### src/parallel_io_pkg.sv
// Constants and carrier types for the parallel I/O port block
// Summary of operation
// - 31 pins: one 7-bit, three 8-bit ports
// - Port A data index 0, direction 4
// - Reset clears directions, keeps data registers
// - Direction 1 drives pin from data
// - Port B data index 1, direction 5
// - Option bits enable port B interrupt sources
// - Option plus input turns pullup on
// - Port B follows external pin sensitivity
// - Port C data 2, direction 6, strong top
// - Port D bidirectional or input-only by configuration
// - Port D direction works only full-feature
// - Serial peripherals override shared port D pins
// - Reset makes all port D pins inputs
package parallel_io_pkg;

   localparam int unsigned PORT_WIDTH     = 8;
   localparam int unsigned PORT_D_WIDTH   = 7;
   localparam int unsigned WB_ADDR_WIDTH  = 16;
   localparam int unsigned WB_DATA_WIDTH  = 32;
   localparam int unsigned REG_IDX_WIDTH  = 14;

   // Register indices; byte address is four times the index
   localparam logic [13:0] IDX_PORT_A_DATA      = 14'h0000;
   localparam logic [13:0] IDX_PORT_B_DATA      = 14'h0001;
   localparam logic [13:0] IDX_PORT_C_DATA      = 14'h0002;
   localparam logic [13:0] IDX_PORT_D_DATA      = 14'h0003;
   localparam logic [13:0] IDX_PORT_A_DIRECTION = 14'h0004;
   localparam logic [13:0] IDX_PORT_B_DIRECTION = 14'h0005;
   localparam logic [13:0] IDX_PORT_C_DIRECTION = 14'h0006;
   localparam logic [13:0] IDX_PORT_D_DIRECTION = 14'h0007;
   localparam logic [13:0] IDX_CONFIGURATION    = 14'h0008;
   localparam logic [13:0] IDX_PORT_B_OPTION    = 14'h3ff0;

   localparam logic [7:0]  DIRECTION_RESET   = 8'h00;
   localparam logic [6:0]  DIRECTION_D_RESET = 7'h00;
   localparam logic [31:0] READ_ZERO         = 32'h00000000;

   typedef struct packed {
      logic        cyc;
      logic        stb;
      logic        we;
      logic [15:0] adr;
      logic [3:0]  sel;
      logic [31:0] dat;
   } wb_req_s;

   typedef struct packed {
      logic        ack;
      logic [31:0] dat;
   } wb_rsp_s;

   typedef struct packed {
      logic        ack;
      logic [31:0] rdata;
      logic [7:0]  data_a;
      logic [7:0]  data_b;
      logic [7:0]  data_c;
      logic [6:0]  data_d;
      logic [7:0]  dir_a;
      logic [7:0]  dir_b;
      logic [7:0]  dir_c;
      logic [6:0]  dir_d;
      logic [7:0]  option;
      logic        full_feature;
      logic        irq_line_prev;
      logic        irq_edge;
   } io_state_s;

endpackage

### src/parallel_io_ports.sv
// Parallel I/O ports with a classic Wishbone register slave
`timescale 1ns/1ps
module parallel_io_ports (
   input  wire logic                      sys_clk_i,
   input  wire logic                      reset_n_i,
   input  parallel_io_pkg::wb_req_s       wb_req_i,
   output parallel_io_pkg::wb_rsp_s       wb_rsp_o,
   input  wire logic [7:0]                port_a_pin_i,
   output logic      [7:0]                port_a_pin_o,
   output logic      [7:0]                port_a_pin_oe_o,
   input  wire logic [7:0]                port_b_pin_i,
   output logic      [7:0]                port_b_pin_o,
   output logic      [7:0]                port_b_pin_oe_o,
   output logic      [7:0]                port_b_pullup_o,
   input  wire logic [7:0]                port_c_pin_i,
   output logic      [7:0]                port_c_pin_o,
   output logic      [7:0]                port_c_pin_oe_o,
   input  wire logic [6:0]                port_d_pin_i,
   output logic      [6:0]                port_d_pin_o,
   output logic      [6:0]                port_d_pin_oe_o,
   input  wire logic [6:0]                serial_pin_enable_i,
   input  wire logic [6:0]                serial_pin_data_i,
   input  wire logic [6:0]                serial_pin_oe_i,
   input  wire logic                      irq_edge_and_level_i,
   input  wire logic [7:0]                port_b_option_register_i,
   input  wire logic                      full_feature_configuration_i,
   output logic                           port_b_irq_request_o
);

   import parallel_io_pkg::*;

   io_state_s         r;
   io_state_s         next_r;

   logic [13:0]       reg_idx;
   logic              access;
   logic              wr_lane0;

   logic [7:0]        read_a;
   logic [7:0]        read_b;
   logic [7:0]        read_c;
   logic [6:0]        read_d_bank;
   logic [6:0]        read_d;
   logic [6:0]        dir_d_effective;
   logic [6:0]        bank_d_pin_o;
   logic [6:0]        bank_d_pin_oe;
   logic [6:0]        serial_oe_gated;

   logic [7:0]        irq_enabled;
   logic              irq_line;
   logic              irq_level_active;

   // Bus decode
   assign reg_idx  = wb_req_i.adr[15:2];
   assign access   = wb_req_i.cyc & wb_req_i.stb & ~r.ack;
   assign wr_lane0 = access & wb_req_i.we & wb_req_i.sel[0];

   port_bank #(
      .WIDTH (PORT_WIDTH)
   ) u_port_a (
      .data_i   (r.data_a),
      .dir_i    (r.dir_a),
      .pin_i    (port_a_pin_i),
      .pin_o    (port_a_pin_o),
      .pin_oe_o (port_a_pin_oe_o),
      .read_o   (read_a)
   );

   port_bank #(
      .WIDTH (PORT_WIDTH)
   ) u_port_b (
      .data_i   (r.data_b),
      .dir_i    (r.dir_b),
      .pin_i    (port_b_pin_i),
      .pin_o    (port_b_pin_o),
      .pin_oe_o (port_b_pin_oe_o),
      .read_o   (read_b)
   );

   // port C; its top pin is the strong-drive pad, a pad property only
   port_bank #(
      .WIDTH (PORT_WIDTH)
   ) u_port_c (
      .data_i   (r.data_c),
      .dir_i    (r.dir_c),
      .pin_i    (port_c_pin_i),
      .pin_o    (port_c_pin_o),
      .pin_oe_o (port_c_pin_oe_o),
      .read_o   (read_c)
   );

   // direction honoured only in full-feature configuration
   assign dir_d_effective = r.dir_d & {PORT_D_WIDTH{r.full_feature}};

   // port D, input-only when compatibility configuration
   port_bank #(
      .WIDTH (PORT_D_WIDTH)
   ) u_port_d (
      .data_i   (r.data_d),
      .dir_i    (dir_d_effective),
      .pin_i    (port_d_pin_i),
      .pin_o    (bank_d_pin_o),
      .pin_oe_o (bank_d_pin_oe),
      .read_o   (read_d_bank)
   );

   // serial drivers are held off while reset is low
   assign serial_oe_gated = serial_pin_oe_i & {PORT_D_WIDTH{reset_n_i}};

   // active serial peripheral owns the shared pin
   always_comb begin
      for (int i = 0; i < PORT_D_WIDTH; i++) begin
         if (serial_pin_enable_i[i]) begin
            port_d_pin_o[i]    = serial_pin_data_i[i] & serial_oe_gated[i];
            port_d_pin_oe_o[i] = serial_oe_gated[i];
            read_d[i]          = port_d_pin_i[i];
         end else begin
            port_d_pin_o[i]    = bank_d_pin_o[i];
            port_d_pin_oe_o[i] = bank_d_pin_oe[i];
            read_d[i]          = read_d_bank[i];
         end
      end
   end

   // pullup on enabled port B inputs
   assign irq_enabled     = r.option & ~r.dir_b;
   assign port_b_pullup_o = irq_enabled;

   // enabled pins are wire-ANDed into one active-low line
   assign irq_line = &(port_b_pin_i | ~irq_enabled);

   // level term only when the external pin is edge-and-level
   assign irq_level_active = irq_edge_and_level_i & ~irq_line;

   assign port_b_irq_request_o = r.irq_edge | irq_level_active;

   always_comb begin
      next_r     = r;
      next_r.ack = access;

      // falling edge of the combined line
      next_r.irq_line_prev = irq_line;
      next_r.irq_edge      = r.irq_line_prev & ~irq_line;

      if (access && !wb_req_i.we) begin
         case (reg_idx)
            // data reads return pins or latches
            IDX_PORT_A_DATA:      next_r.rdata = {24'h000000, read_a};
            IDX_PORT_B_DATA:      next_r.rdata = {24'h000000, read_b};
            IDX_PORT_C_DATA:      next_r.rdata = {24'h000000, read_c};
            IDX_PORT_D_DATA:      next_r.rdata = {25'h0000000, read_d};
            IDX_PORT_A_DIRECTION: next_r.rdata = {24'h000000, r.dir_a};
            IDX_PORT_B_DIRECTION: next_r.rdata = {24'h000000, r.dir_b};
            IDX_PORT_C_DIRECTION: next_r.rdata = {24'h000000, r.dir_c};
            IDX_PORT_D_DIRECTION: next_r.rdata = {25'h0000000, r.dir_d};
            IDX_CONFIGURATION:    next_r.rdata = {31'h00000000, r.full_feature};
            IDX_PORT_B_OPTION:    next_r.rdata = {24'h000000, r.option};
            default:              next_r.rdata = READ_ZERO;
         endcase
      end else if (access) begin
         next_r.rdata = READ_ZERO;
      end

      // Only byte lane 0 carries register bits; other lanes are ignored
      if (wr_lane0) begin
         case (reg_idx)
            IDX_PORT_A_DATA:      next_r.data_a = wb_req_i.dat[7:0];
            IDX_PORT_B_DATA:      next_r.data_b = wb_req_i.dat[7:0];
            IDX_PORT_C_DATA:      next_r.data_c = wb_req_i.dat[7:0];
            IDX_PORT_D_DATA:      next_r.data_d = wb_req_i.dat[6:0];
            IDX_PORT_A_DIRECTION: next_r.dir_a  = wb_req_i.dat[7:0];
            IDX_PORT_B_DIRECTION: next_r.dir_b  = wb_req_i.dat[7:0];
            IDX_PORT_C_DIRECTION: next_r.dir_c  = wb_req_i.dat[7:0];
            IDX_PORT_D_DIRECTION: next_r.dir_d  = wb_req_i.dat[6:0];
            // Option and configuration are straps; writes are dropped
            default:              next_r.rdata  = next_r.rdata;
         endcase
      end

      if (!reset_n_i) begin
         next_r.ack           = 1'b0;
         next_r.rdata         = READ_ZERO;
         next_r.dir_a         = DIRECTION_RESET;
         next_r.dir_b         = DIRECTION_RESET;
         next_r.dir_c         = DIRECTION_RESET;
         next_r.dir_d         = DIRECTION_D_RESET;
         next_r.data_a        = r.data_a;
         next_r.data_b        = r.data_b;
         next_r.data_c        = r.data_c;
         next_r.data_d        = r.data_d;
         // Straps are sampled for as long as reset is held
         next_r.option        = port_b_option_register_i;
         next_r.full_feature  = full_feature_configuration_i;
         // Follow the real line so a pin held low through reset is no edge
         next_r.irq_line_prev = irq_line;
         next_r.irq_edge      = 1'b0;
      end
   end

   always_ff @(posedge sys_clk_i) begin
      r <= next_r;
   end

   assign wb_rsp_o.ack = r.ack;
   assign wb_rsp_o.dat = r.rdata;

endmodule // parallel_io_ports

### src/port_bank.sv
// One parallel port: per-pin direction, output drive and read-back
`timescale 1ns/1ps
module port_bank #(
   parameter int unsigned WIDTH = 8
) (
   input  wire logic [WIDTH-1:0] data_i,
   input  wire logic [WIDTH-1:0] dir_i,
   input  wire logic [WIDTH-1:0] pin_i,
   output logic      [WIDTH-1:0] pin_o,
   output logic      [WIDTH-1:0] pin_oe_o,
   output logic      [WIDTH-1:0] read_o
);

   genvar bit_idx;

   generate
      for (bit_idx = 0; bit_idx < WIDTH; bit_idx = bit_idx + 1) begin : g_pin
         // output follows latch
         // Masked so an uninitialised latch never reaches an input pin
         assign pin_o[bit_idx]    = dir_i[bit_idx] & data_i[bit_idx];
         assign pin_oe_o[bit_idx] = dir_i[bit_idx];
         assign read_o[bit_idx]   = dir_i[bit_idx] ? data_i[bit_idx] : pin_i[bit_idx];
      end
   endgenerate

endmodule // port_bank

### config.mk
export PLATFORM = sky130hd
export DESIGN_NAME = parallel_io_ports
export DESIGN_NICKNAME = d
export VERILOG_FILES = /design/src/parallel_io_pkg.sv /design/src/parallel_io_ports.sv /design/src/port_bank.sv
export SDC_FILE = /design/constraint.sdc
export NUM_CORES = 1
export LEC_CHECK = 0
export BUFFER_PORTS_ARGS = -buffer_cell sky130_fd_sc_hd__buf_4
export CORE_MARGIN = 2
export CORE_UTILIZATION = 42
export CTS_CLUSTER_DIAMETER = 60
export DETAILED_ROUTE_END_ITERATION = 8
export PLACE_DENSITY = 0.8
export SETUP_SLACK_MARGIN = 0.15
export SYNTH_ARGS = -nofsm -noshare
export SYNTH_HDL_FRONTEND = slang
export SYNTH_SLANG_ARGS = --single-unit
export TNS_END_PERCENT = 1
### constraint.sdc
create_clock -name sys_clk_i -period 2.1 [get_ports sys_clk_i]
set_input_delay 0.105 -clock sys_clk_i [delete_from_list [all_inputs] [get_ports sys_clk_i]]
set_output_delay 0.105 -clock sys_clk_i [all_outputs]
set_load 0.05 [all_outputs]
Word level (Yosys, flattened, before mapping)
Cells that the tools add are included.
{ "classes": {"n_eq_ne": 9, "mux": 55, "n_bitwise": 53, "n_reduce_logical": 12} }
{ "ops": {"columns": ["op", "n"], "rows": [
  ["8-bit one-hot mux with 10 select lines", 1],
  ["32-bit 2-to-1 mux", 2],
  ["14-bit by 3-bit equality test with 1-bit output, second input constant", 4],
  ["1-bit 2-to-1 mux", 52],
  ["1-bit bitwise AND", 44],
  ["14-bit by 2-bit equality test with 1-bit output, second input constant", 2],
  ["8-bit inverter", 2],
  ["7-bit bitwise AND", 2],
  ["14-bit by 1-bit equality test with 1-bit output, second input constant", 1],
  ["14-bit equality test, second input constant", 1],
  ["14-bit by 4-bit equality test with 1-bit output, second input constant", 1],
  ["14-bit logical NOT", 1],
  ["3-bit AND reduction", 4],
  ["8-bit bitwise AND", 1],
  ["8-bit OR", 1],
  ["2-bit AND reduction", 4],
  ["8-bit AND reduction", 1],
  ["1-bit inverter", 2],
  ["1-bit logical AND", 1],
  ["1-bit logical NOT", 1],
  ["1-bit OR", 1]
]} }
{ "totals": {"regBits": 106, "input_bits": 119, "out_inout_bits": 104} }

Longest topological paths before layout
Gate-level depths: netlist of the first run.
{ "logic_depth": {"depth_word": 8, "ltp_mapped": 8, "mapped_depth_nobuf": 5} }

Hierarchy
From an unflattened synthesis of the first run, not the netlist that was laid out.
{ "hier_totals": {"cells_unflattened": 506, "area_unflattened_um2": 5117.4} }
{ "modules_own_cells": {"columns": ["mod", "instances", "cells_each", "area_per_inst_um2", "seq_area_each_um2"], "rows": [
  ["parallel_io_ports", 1, 413, 4186.5, 2042.0],
  ["port_bank (u_port_a ...)", 3, 24, 240.2, 0.0],
  ["port_bank (u_port_d)", 1, 21, 210.2, 0.0]
]} }

Worst setup path before layout of the first run
Ideal clock, no wire load.
{ "synth_timing": {"kind": "input to register", "start": "in wb_req_i[47] (netlist bit)", "end": "reg r[57] (netlist bit), enable pin", "setup_ns": 0.370, "arrival_time_ns": 1.749, "path_slack_ns": -0.019, "path_stages": 6, "path_buffers": 2, "cell_sequence": "nor4_1 and3_1 clkbuf_1 clkbuf_1 nand4_1 nor2_1"} }
{ "synth_between": {"elab_chain_cells": 2} }
{ "synth_rtl": {"columns": ["item", "line_no", "text"], "rows": [
  ["from (decl)", "parallel_io_ports.sv:6", "input parallel_io_pkg::wb_req_s wb_req_i,"],
  ["14-bit by 1-bit equality test with 1-bit output", "parallel_io_ports.sv:166", "case (reg_idx)"],
  ["3-bit AND reduction (no source line)", null, null],
  ["to (signal assigned)", "parallel_io_ports.sv:201", "r <= next_r;"],
  ["to (decl)", "parallel_io_ports.sv:32", "io_state_s r;"]
]} }
Every way passes these cells.
A chain may end at the register's enable or synchronous reset.

Worst setup path in the final report of the first run
{ "layout_timing": {"start": "reg r[5] (netlist bit)", "end": "out port_b_irq_request_o"} }
{ "layout_between": {"elab_chain_cells": 7} }
{ "layout_rtl": {"columns": ["item", "line_no", "text"], "rows": [
  ["8-bit bitwise AND", "parallel_io_ports.sv:126", "assign irq_enabled = r.option & ~r.dir_b;"],
  ["8-bit inverter", "parallel_io_ports.sv:130", "assign irq_line = &(port_b_pin_i | ~irq_enabled);"],
  ["8-bit OR", "parallel_io_ports.sv:130", null],
  ["8-bit AND reduction", "parallel_io_ports.sv:130", null],
  ["1-bit inverter", "parallel_io_ports.sv:133", "assign irq_level_active = irq_edge_and_level_i & ~irq_line;"],
  ["1-bit bitwise AND", "parallel_io_ports.sv:133", null],
  ["1-bit OR", "parallel_io_ports.sv:135", "assign port_b_irq_request_o = r.irq_edge | irq_level_active;"],
  ["to (decl)", "parallel_io_ports.sv:27", "output logic port_b_irq_request_o"]
]} }
Every way passes these cells.

==> results of run 1 <==
[final timing paths]
check / depth (start not counted) / slack, ps / start / endpoint
hold / removal: 1 / 10 / wb_req_i[5] / r[47]
hold reg to reg: 1 / 470 / r[1] / r[0]
setup / recovery: 7 / 20 / r[5] / port_b_irq_request_o
setup reg to reg: 4 / 160 / wb_rsp_o[32] / r[70]
[per-layer routing]
| layer | routed length [um] | vias to the layer above | track usage |
|---|---|---|---|
| li1 | - | 1998 | - |
| met1 | 5957 | 2053 | 0.3127 |
| met2 | 7733 | 281 | 0.4259 |
| met3 | 1294 | 39 | 0.05380 |
| met4 | 454 | 0 | 0.1081 |
| met5 | 0 | - | 0 |
[cell usage in the layout, fill, tap and decap left out, drive strengths merged, types with 6 or more instances in the layout]
master	synthesis	routed
buf	60	211
dfxtp	42	42
mux2i	40	40
edfxtp	40	40
nor2	40	40
and2	31	31
conb	1	24
o21ai	24	24
nand2	22	22
nor2b	17	17
a21oi	15	15
inv	14	15
nand3	12	12
dlygate4sd3	0	11
clkbuf	19	10
nand4	8	8
nand3b	6	6
a221oi	6	6
[report_power, final]
part / total (W) / switching (W) / leakage, nW / internal [W]
logic: 0.000635 / 0.000381 / 2.18 / 0.000253
clock network: 0.00108 / 0.000606 / 0.0891 / 0.000472
registers: 0.00170 / 0.00000921 / 0.706 / 0.00169
total: 0.00341 / 0.000997 / 2.97 / 0.00242
[flip-flops by register name, indices dropped and copies added, names as in the netlist]
name	cells
r	73
wb_rsp_o	9
[synth_stat cells, types with 3 or more instances]
master	n	share of area
nand2b_1	3	0.0040
nor2_1	40	0.032
a31o_2	4	0.0075
o22ai_1	5	0.0067
edfxtp_1	40	0.26
nand4_1	8	0.011
nor3b_1	5	0.0081
mux2i_1	40	0.086
buf_4	57	0.092
inv_1	14	0.011
dfxtp_1	42	0.18
nand2_1	22	0.018
a21oi_1	15	0.016
a31oi_1	4	0.0054
a22oi_1	3	0.0048
nand3b_1	6	0.0097
clkbuf_1	19	0.015
mux2_2	5	0.012
a221oi_1	6	0.011
o21ai_0	14	0.015
a22o_1	4	0.0075
nor2b_1	17	0.023
o21ai_1	10	0.011
and2_1	31	0.042
nand3_1	12	0.013
and3b_1	5	0.0094
nor3_1	3	0.0032
o21a_1	4	0.0065
[cell type report]
class                      instances  share of cell area
clock buffer                      10             0.02146
clock inverter                     6            0.007805
inverter                          15            0.008780
multi-input combinational        326              0.3512
sequential                        82              0.3186
tap                              140             0.02732
timing repair buffer             222              0.2648
[worst reg2reg max path, cell delays in order (launching register included)]
cell and delay (ps):
dfxtp_1 320, nand3b_1 280, nor2_1 230, nand4_1 350
nor2_4 440
[metrics by stage]
| step | hold WS [ps] | instance area [um^2] | utilization | setup WS (ps) | TNS, ps |
|---|---|---|---|---|---|
| detailed placement | 284.5 | 5952 | 0.5515 | -43.50 | -43.50 |
| finish | 10.66 | 6412 | 0.5941 | 18.73 | 0 |
| floorplan | 203.9 | 4767 | - | 137.5 | 0 |
| global placement | 284.5 | 5952 | 0.5515 | -103.5 | -103.5 |
| CTS | 9.163 | 6382 | 0.5914 | 45.14 | 0 |
| global route | 0.08724 | 6412 | 0.5941 | -27.53 | -27.53 |
[cell families (layout without fill, tap and decap cells)]
| group | Yosys count | in the layout | share of synthesized area |
|---|---|---|---|
| muxes | 46 | 46 | 0.1032 |
| AOI/OAI and AO/OA | 88 | 88 | 0.1298 |
| DFF | 82 | 82 | 0.4397 |
| buffers and inverters | 94 | 253 | 0.1226 |
| and+or+nand+nor | 168 | 168 | 0.2039 |
| other | 1 | 24 | 0.0008074 |
[what timing repair did]
action | CTS | global route
hold buffers | 11 | 0
hold endpoints to repair | 16 | 0
pin swaps | 4 | 1
setup buffers | 6 | 2
resized for setup | 20 | 4
endpoints found under the setup margin | 2 | 24
==> flow_summary.json, run 1 <==
{
  "status": "finished, final reports clean",
  "vias": 4371,
  "hold_path.class": "in -> reg",
  "critPathKind": "reg -> out",
  "cp_data_required_time_ps": 2000,
  "relSlewSlack": 0.5595,
  "wl_per_cell_um": 19.28,
  "crit_path_start_kind": "flop",
  "n_antenna_cell": 0,
  "synthCells": 479,
  "io_pins": 223,
  "fillers": 946,
  "syn_area_um2": 4644,
  "slowest_delay_ps": 430,
  "cts_tree": "yes",
  "synth_seq_cells": 82,
  "htree_levels": 3,
  "drt_wl_total_mm": 15.44,
  "regArea_um2": 2043,
  "arrival_ps": 1980,
  "cts_inserted_buffers": 9,
  "cap_violations": 0,
  "timing.final.setup_violations": 0,
  "fmax_mhz": 480.5,
  "rsz0062_at_grt": "yes",
  "drt-pass1-iter-count": 5,
  "synth-async-reset-ratio": 0,
  "dp_cells": 766,
  "total_power_w": 0.003413,
  "post-route-period-util": 0.9911,
  "path_delay_family": "compound AO/OA/AOI/OAI gates",
  "end_kind": "output pin",
  "final_cells": 801,
  "dieArea_um2": 11920,
  "drt-initial-drc-count": 366,
  "period_minus_slack_ps": 2081,
  "grt_usage": 0.2531,
  "grt_pass1_wl_mm": 22.27,
  "peakVddDrop_mv": 0.3451,
  "die_w_um": 109.2,
  "power.leakage_nw": 2.970,
  "multiInputGateArea_um2": 2252,
  "slowest_stage": "edfxtp_1",
  "path_buf_inv": 2,
  "path_clk_slew_ps": 90,
  "powerDensity_nw_per_um2": 532.3,
  "drive_gt1_frac": 0.3873,
  "worstPathCellList": "nor2b_4 -> nor2b_4 -> a2111oi_4 -> buf_4 -> nand2_4 -> a21o_1 -> buf_6",
  "place_congestion": 0.9315,
  "area_growth_pct": 38.07,
  "grt_max_degree": 42,
  "io_buffers": 169,
  "yosys_warnings": 0,
  "dp_hpwl_mm": 11.57,
  "numClockSinks": 82,
  "antenna_left": 0,
  "drv_slew": 0,
  "cp_max_fo": 2,
  "grt_pass1_vias": 4195,
  "hold_viol": 0,
  "clk_latency_ps": 360,
  "vias_per_cell": 5.457,
  "synth_seq_area_share": 0.4397,
  "yosys_most_used_dff": "dfxtp_1",
  "dieHeight_um": 109.2,
  "grt.overflow.total": 0,
  "synth_edf_count": 40,
  "syn_avg_cell_area_um2": 9.696,
  "clock_path_buffers": 2,
  "core_area_um2": 10790,
  "finClkSkew_ps": 12.75,
  "nNetsFinal": 775,
  "drc_errors": 0,
  "rows": 38,
  "start_util": 0.4303,
  "path_common_cell": "nor2b_4",
  "antenna_found_initial": 0,
  "worst_pin_slew_ps": 659.3,
  "clock-root-buffer": "clkbuf_8",
  "yosys.cell_types.count": 60
}
(Power assumes the default switching activity.)
==> run 2, diff against run 1 <==
- BUFFER_PORTS_ARGS: -buffer_cell sky130_fd_sc_hd__buf_4 -> -buffer_cell sky130_fd_sc_hd__buf_2
==> flow_summary.json, run 2 (same netlist as run 1, synthesis figures left out) <==
{
  "antenna_left": 0,
  "min_from": "reset_n_i",
  "vias": 4313,
  "power.leakage_nw": 2.897,
  "dieArea_um2": 11920,
  "n_antenna_cell": 0,
  "min_path_cells": 3,
  "critPathKind": "reg -> out",
  "period_minus_slack_ps": 2001,
  "top_register": "r",
  "dp_cells": 763,
  "clock_path_buffers": 2,
  "fmax_mhz": 499.8,
  "wl_per_cell_um": 18.77,
  "io_pins": 223,
  "finClkSkew_ps": 10.58,
  "dieHeight_um": 109.2,
  "layout_commonest_cell": "buf_2",
  "setup_tns_ps": 0,
  "fillers": 963,
  "vias_per_cell": 5.412,
  "grt.overflow.total": 0,
  "worstRegToRegCells": 4,
  "drv_slew": 0,
  "end_kind": "output pin",
  "core_area_um2": 10790,
  "post-route-period-util": 0.9527,
  "relSlewSlack": 0.5640,
  "hold_viol": 0,
  "min_to": "wb_rsp_o[32]",
  "cap_violations": 0,
  "io_buffers": 169,
  "timing.final.setup_violations": 0,
  "nNetsFinal": 771,
  "antenna_found_initial": 0,
  "arrival_ps": 1900,
  "hold_path.class": "in -> reg",
  "grt_pass1_wl_mm": 22.46,
  "cts_tree": "yes",
  "rsz0062_at_grt": "yes",
  "regToRegEndpoint": "r[70]",
  "peakVddDrop_mv": 0.3625,
  "drive_gt1_frac": 0.3866,
  "worst-r2r-setup-slack_ps": 230,
  "clk_latency_ps": 360,
  "rows": 38,
  "worstPathCellList": "nor2b_4 -> nor2b_4 -> a2111oi_4 -> buf_4 -> nand2_4 -> a21o_1 -> buf_6",
  "cp_data_required_time_ps": 2000,
  "crit_path_start_kind": "flop",
  "total_power_w": 0.003527,
  "start_util": 0.4303,
  "drt-initial-drc-count": 353,
  "cts_inserted_buffers": 9,
  "worst_pin_slew_ps": 645.2,
  "dp_hpwl_mm": 11.18,
  "path_common_cell": "nor2b_4",
  "slowest_stage": "edfxtp_1",
  "largest_reg_flops": 73,
  "clock-root-buffer": "clkbuf_8",
  "layout_common_cells": "buf_2 (168), mux2i_1 (40), dfxtp_1 (40), edfxtp_1 (40), buf_4 (38)",
  "htree_levels": 3,
  "drt-pass1-iter-count": 5,
  "numClockSinks": 82,
  "drc_errors": 0,
  "grt_max_degree": 42,
  "grt_usage": 0.2545,
  "drt_wl_total_mm": 14.96,
  "area_growth_pct": 29.42,
  "die_w_um": 109.2,
  "place_congestion": 0.9406,
  "path_clk_slew_ps": 90,
  "rr_startpoint": "wb_rsp_o[32]",
  "status": "finished, final reports clean",
  "grt_pass1_vias": 4239,
  "powerDensity_nw_per_um2": 586.8,
  "final_cells": 797,
  "slowest_delay_ps": 400,
  "cp_max_fo": 2
}
[run 2: layer usage]
layer | wire [um] | vias up | GRT usage
met5 | 0 | - | 0
met4 | 340 | 0 | 0.09066
met3 | 1240 | 35 | 0.05499
met2 | 7319 | 239 | 0.4330
met1 | 6061 | 2045 | 0.3169
li1 | - | 1994 | -
[run 2: how the worst max path moves through the flow]
stage               from              endpoint  slack (ps)  cells after the start
global placement    r[9]  port_b_irq_request_o         -20                      7
floorplan           r[3]  port_b_irq_request_o         140                      5
CTS                 r[8]  port_b_irq_request_o          50                      7
global route        r[9]  port_b_irq_request_o          10                      7
detailed placement  r[9]  port_b_irq_request_o         -30                      7
finish              r[5]  port_b_irq_request_o         100                      7
[run 2: repair_timing]
item / 4_1_cts / 5_1_grt
hold buffers: 10 / 0
buffers inserted: 5 / 3
resized for setup: 18 / 9
endpoints found under the setup margin: 2 / 14
pin swaps: 3 / 2
endpoints found under the hold margin: 12 / 0
[run 2: cell type report]
type | count | area (um^2) | share of cell area
sequential | 82 | 2044 | 0.3401
clock inverter | 7 | 93.84 | 0.01561
multi-input combinational | 326 | 2260 | 0.3759
clock buffer | 9 | 123.9 | 0.02061
inverter | 15 | 56.30 | 0.009367
timing repair buffer | 218 | 1257 | 0.2092
tap | 140 | 175.2 | 0.02914
[run 2: worst max-delay path: cells and delay by family (launching register included)]
kind | cells | cell delay (ps)
DFF | 1 | 400
AOI/OAI and AO/OA | 2 | 470
and+or+nand+nor | 3 | 320
buffers and inverters | 2 | 340
[run 2: per-stage QoR]
step	hold WS [ps]	utilization	area, um^2	worst slack, ps
2_1_floorplan	203.9	-	4767	137.5
3_3_place_gp	284.3	0.5114	5519	-18.33
3_5_place_dp	284.0	0.5114	5519	-27.08
4_1_cts	13.61	0.5510	5947	53.42
5_1_grt	42.57	0.5569	6011	13.70
6_report	21.44	0.5569	6011	99.33
[run 2: where the power goes]
group / switching (W) / leakage [nW] / internal [W]
sequential: 0.0000129 / 0.706 / 0.00169
combinational: 0.000373 / 2.08 / 0.000197
clock: 0.000586 / 0.107 / 0.000667
total: 0.000972 / 2.90 / 0.00256
==> run 3, diff against run 2 <==
- CORE_UTILIZATION: 42 -> 48
- CTS_BUF_LIST: default -> sky130_fd_sc_hd__clkbuf_8
- CTS_CLUSTER_DIAMETER: 60 -> 100
- PLACE_DENSITY: 0.8 -> 0.86
- clock period: 2.1 -> 2 ns (I/O delays scaled with it)
==> flow_summary.json, run 3 (same netlist as run 1, synthesis figures left out) <==
{
  "drive_gt1_frac": 0.4072,
  "pwr-share-comb": 0.166,
  "numClockSinks": 82,
  "htree_levels": 3,
  "n_antenna_cell": 0,
  "grt.overflow.total": 0,
  "drt_wl_total_mm": 15.36,
  "antenna_left": 0,
  "io_buffers": 169,
  "end_kind": "output pin",
  "clk_latency_ps": 360,
  "pwr-share-clk": 0.351,
  "antenna_found_initial": 0,
  "final_area_um2": 6092,
  "hold_path.class": "in -> reg",
  "area_growth_pct": 31.17,
  "cell_internal_pwr_w": 0.002642,
  "dp_hpwl_mm": 11.36,
  "power.leakage_nw": 2.941,
  "start_util": 0.4979,
  "relSlewSlack": 0.6434,
  "switching_share": 0.2878,
  "violations": "negative setup slack",
  "die_w_um": 102.4,
  "rows": 35,
  "layout_commonest_cell": "buf_2",
  "path_clk_slew_ps": 90,
  "crit_path_start_kind": "flop",
  "cts_inserted_buffers": 9,
  "dieHeight_um": 102.4,
  "cap_violations": 0,
  "status": "finished with violations",
  "cp_data_required_time_ps": 1900,
  "grt_pass1_wl_mm": 22.69,
  "wl_per_cell_um": 19.40,
  "p_switching_w": 0.001068,
  "finClkSkew_ps": 6.418,
  "period_minus_slack_ps": 2036,
  "grt_pass1_vias": 4260,
  "arrival_ps": 1940,
  "layout_common_cells": "buf_2 (160), buf_4 (46), dfxtp_1 (42)",
  "peakVddDrop_mv": 0.5118,
  "drv_slew": 0,
  "core_area_um2": 9328,
  "critPathKind": "reg -> out",
  "drt-pass1-iter-count": 7,
  "cp_max_fo": 3,
  "vias_per_cell": 5.715,
  "hold_viol": 0,
  "fmax_mhz": 491.2,
  "fin_util": 0.6531,
  "largest_reg_flops": 73,
  "powerDensity_nw_per_um2": 608.9,
  "rsz0062_at_grt": "yes",
  "io_pins": 223,
  "nNetsFinal": 777,
  "worst_pin_slew_ps": 527.7,
  "setup_ws_ps": -35.78,
  "top_register": "r",
  "drc_errors": 0,
  "grt_usage": 0.2918,
  "place_congestion": 0.9263,
  "cts_tree": "yes",
  "dieArea_um2": 10480,
  "clock_path_buffers": 2,
  "vias": 4526,
  "drt-initial-drc-count": 456,
  "p_seq_frac": 0.483,
  "placedInstanceArea_um2": 5565,
  "clock-root-buffer": "clkbuf_8",
  "grt_max_degree": 42,
  "post-route-period-util": 1.018,
  "timing.final.setup_violations": 1
}
## run 3: cell count changes in the layout (fill, tap and decap cells not counted), moves of 2 or more
cell	delta
and3b_1	-4
nor2b_2	+3
dfxtp_1	+2
nor2b_4	+2
clkbuf_4	+3
dfxtp_2	-2
buf_6	+4
clkbuf_8	+2
buf_4	+8
and3b_2	+4
buf_2	-8
nor2b_1	-5
## run 3: repair_timing
item                                   4_1_cts  5_1_grt
gates resized for setup                     22       26
pin swaps                                    3        5
setup endpoints to repair                    9       18
endpoints found under the hold margin       12        0
cloned                                       0        0
hold buffers                                10        0
buffers inserted                             7        0
## run 3: power groups by stage
stage	sequential [W]	clock (W)	combinational, W
floorplan	0.00182	0	0.000358
global placement	0.00183	0	0.000523
detailed placement	0.00183	0	0.000529
CTS	0.00179	0.00129	0.000595
global route	0.00179	0.00136	0.000642
finish	0.00179	0.00130	0.000614
## run 3: final cells by class
cell class | count | area (um^2)
fill | 741 | 3236
multi-input combinational | 326 | 2295
sequential | 82 | 2042
timing repair buffer | 224 | 1325
tap | 129 | 161.4
clock buffer | 11 | 151.4
clock inverter | 5 | 61.31
inverter | 15 | 56.30
## run 3: critical path, stage by stage (launching register included)
cell and delay, ps:
edfxtp_1 420, nor2b_4 150, nor2b_4 130, a2111oi_4 340, buf_4 180, nand2_4 50
a21o_1 160, buf_6 150
## run 3: layer usage
metal  wire length [um]  part of all wire  global-route usage
met1               5986              0.39              0.3765
met2               7120              0.46              0.4620
met3               1655              0.11             0.06224
met4                600             0.039              0.1528
met5                  0                 0                   0
## run 3: path summary, 6_finish.rpt
kind	slack, ps	end	start	cells after the start
worst max register to register	230	r[48]	wb_rsp_o[32]	5
worst min register to register	460	r[0]	r[1]	1
worst max-delay path	-40	port_b_irq_request_o	r[8]	7
worst min-delay path	6	wb_rsp_o[32]	reset_n_i	3
## run 3: metrics by stage
stage | power [W] | setup TNS [ps] | setup slack [ps] | hold WS, ps | std cells
after floorplan | 0.002178 | 0 | 111.1 | 198.9 | 502
after global placement | 0.002354 | -46.95 | -46.95 | 281.6 | 759
after detailed placement | 0.002360 | -93.87 | -93.87 | 279.9 | 759
after CTS | 0.003672 | 0 | 5.814 | 2.939 | 792
after global routing | 0.003792 | -57.15 | -57.15 | 32.86 | 792
final | 0.003710 | -35.78 | -35.78 | 5.867 | 792
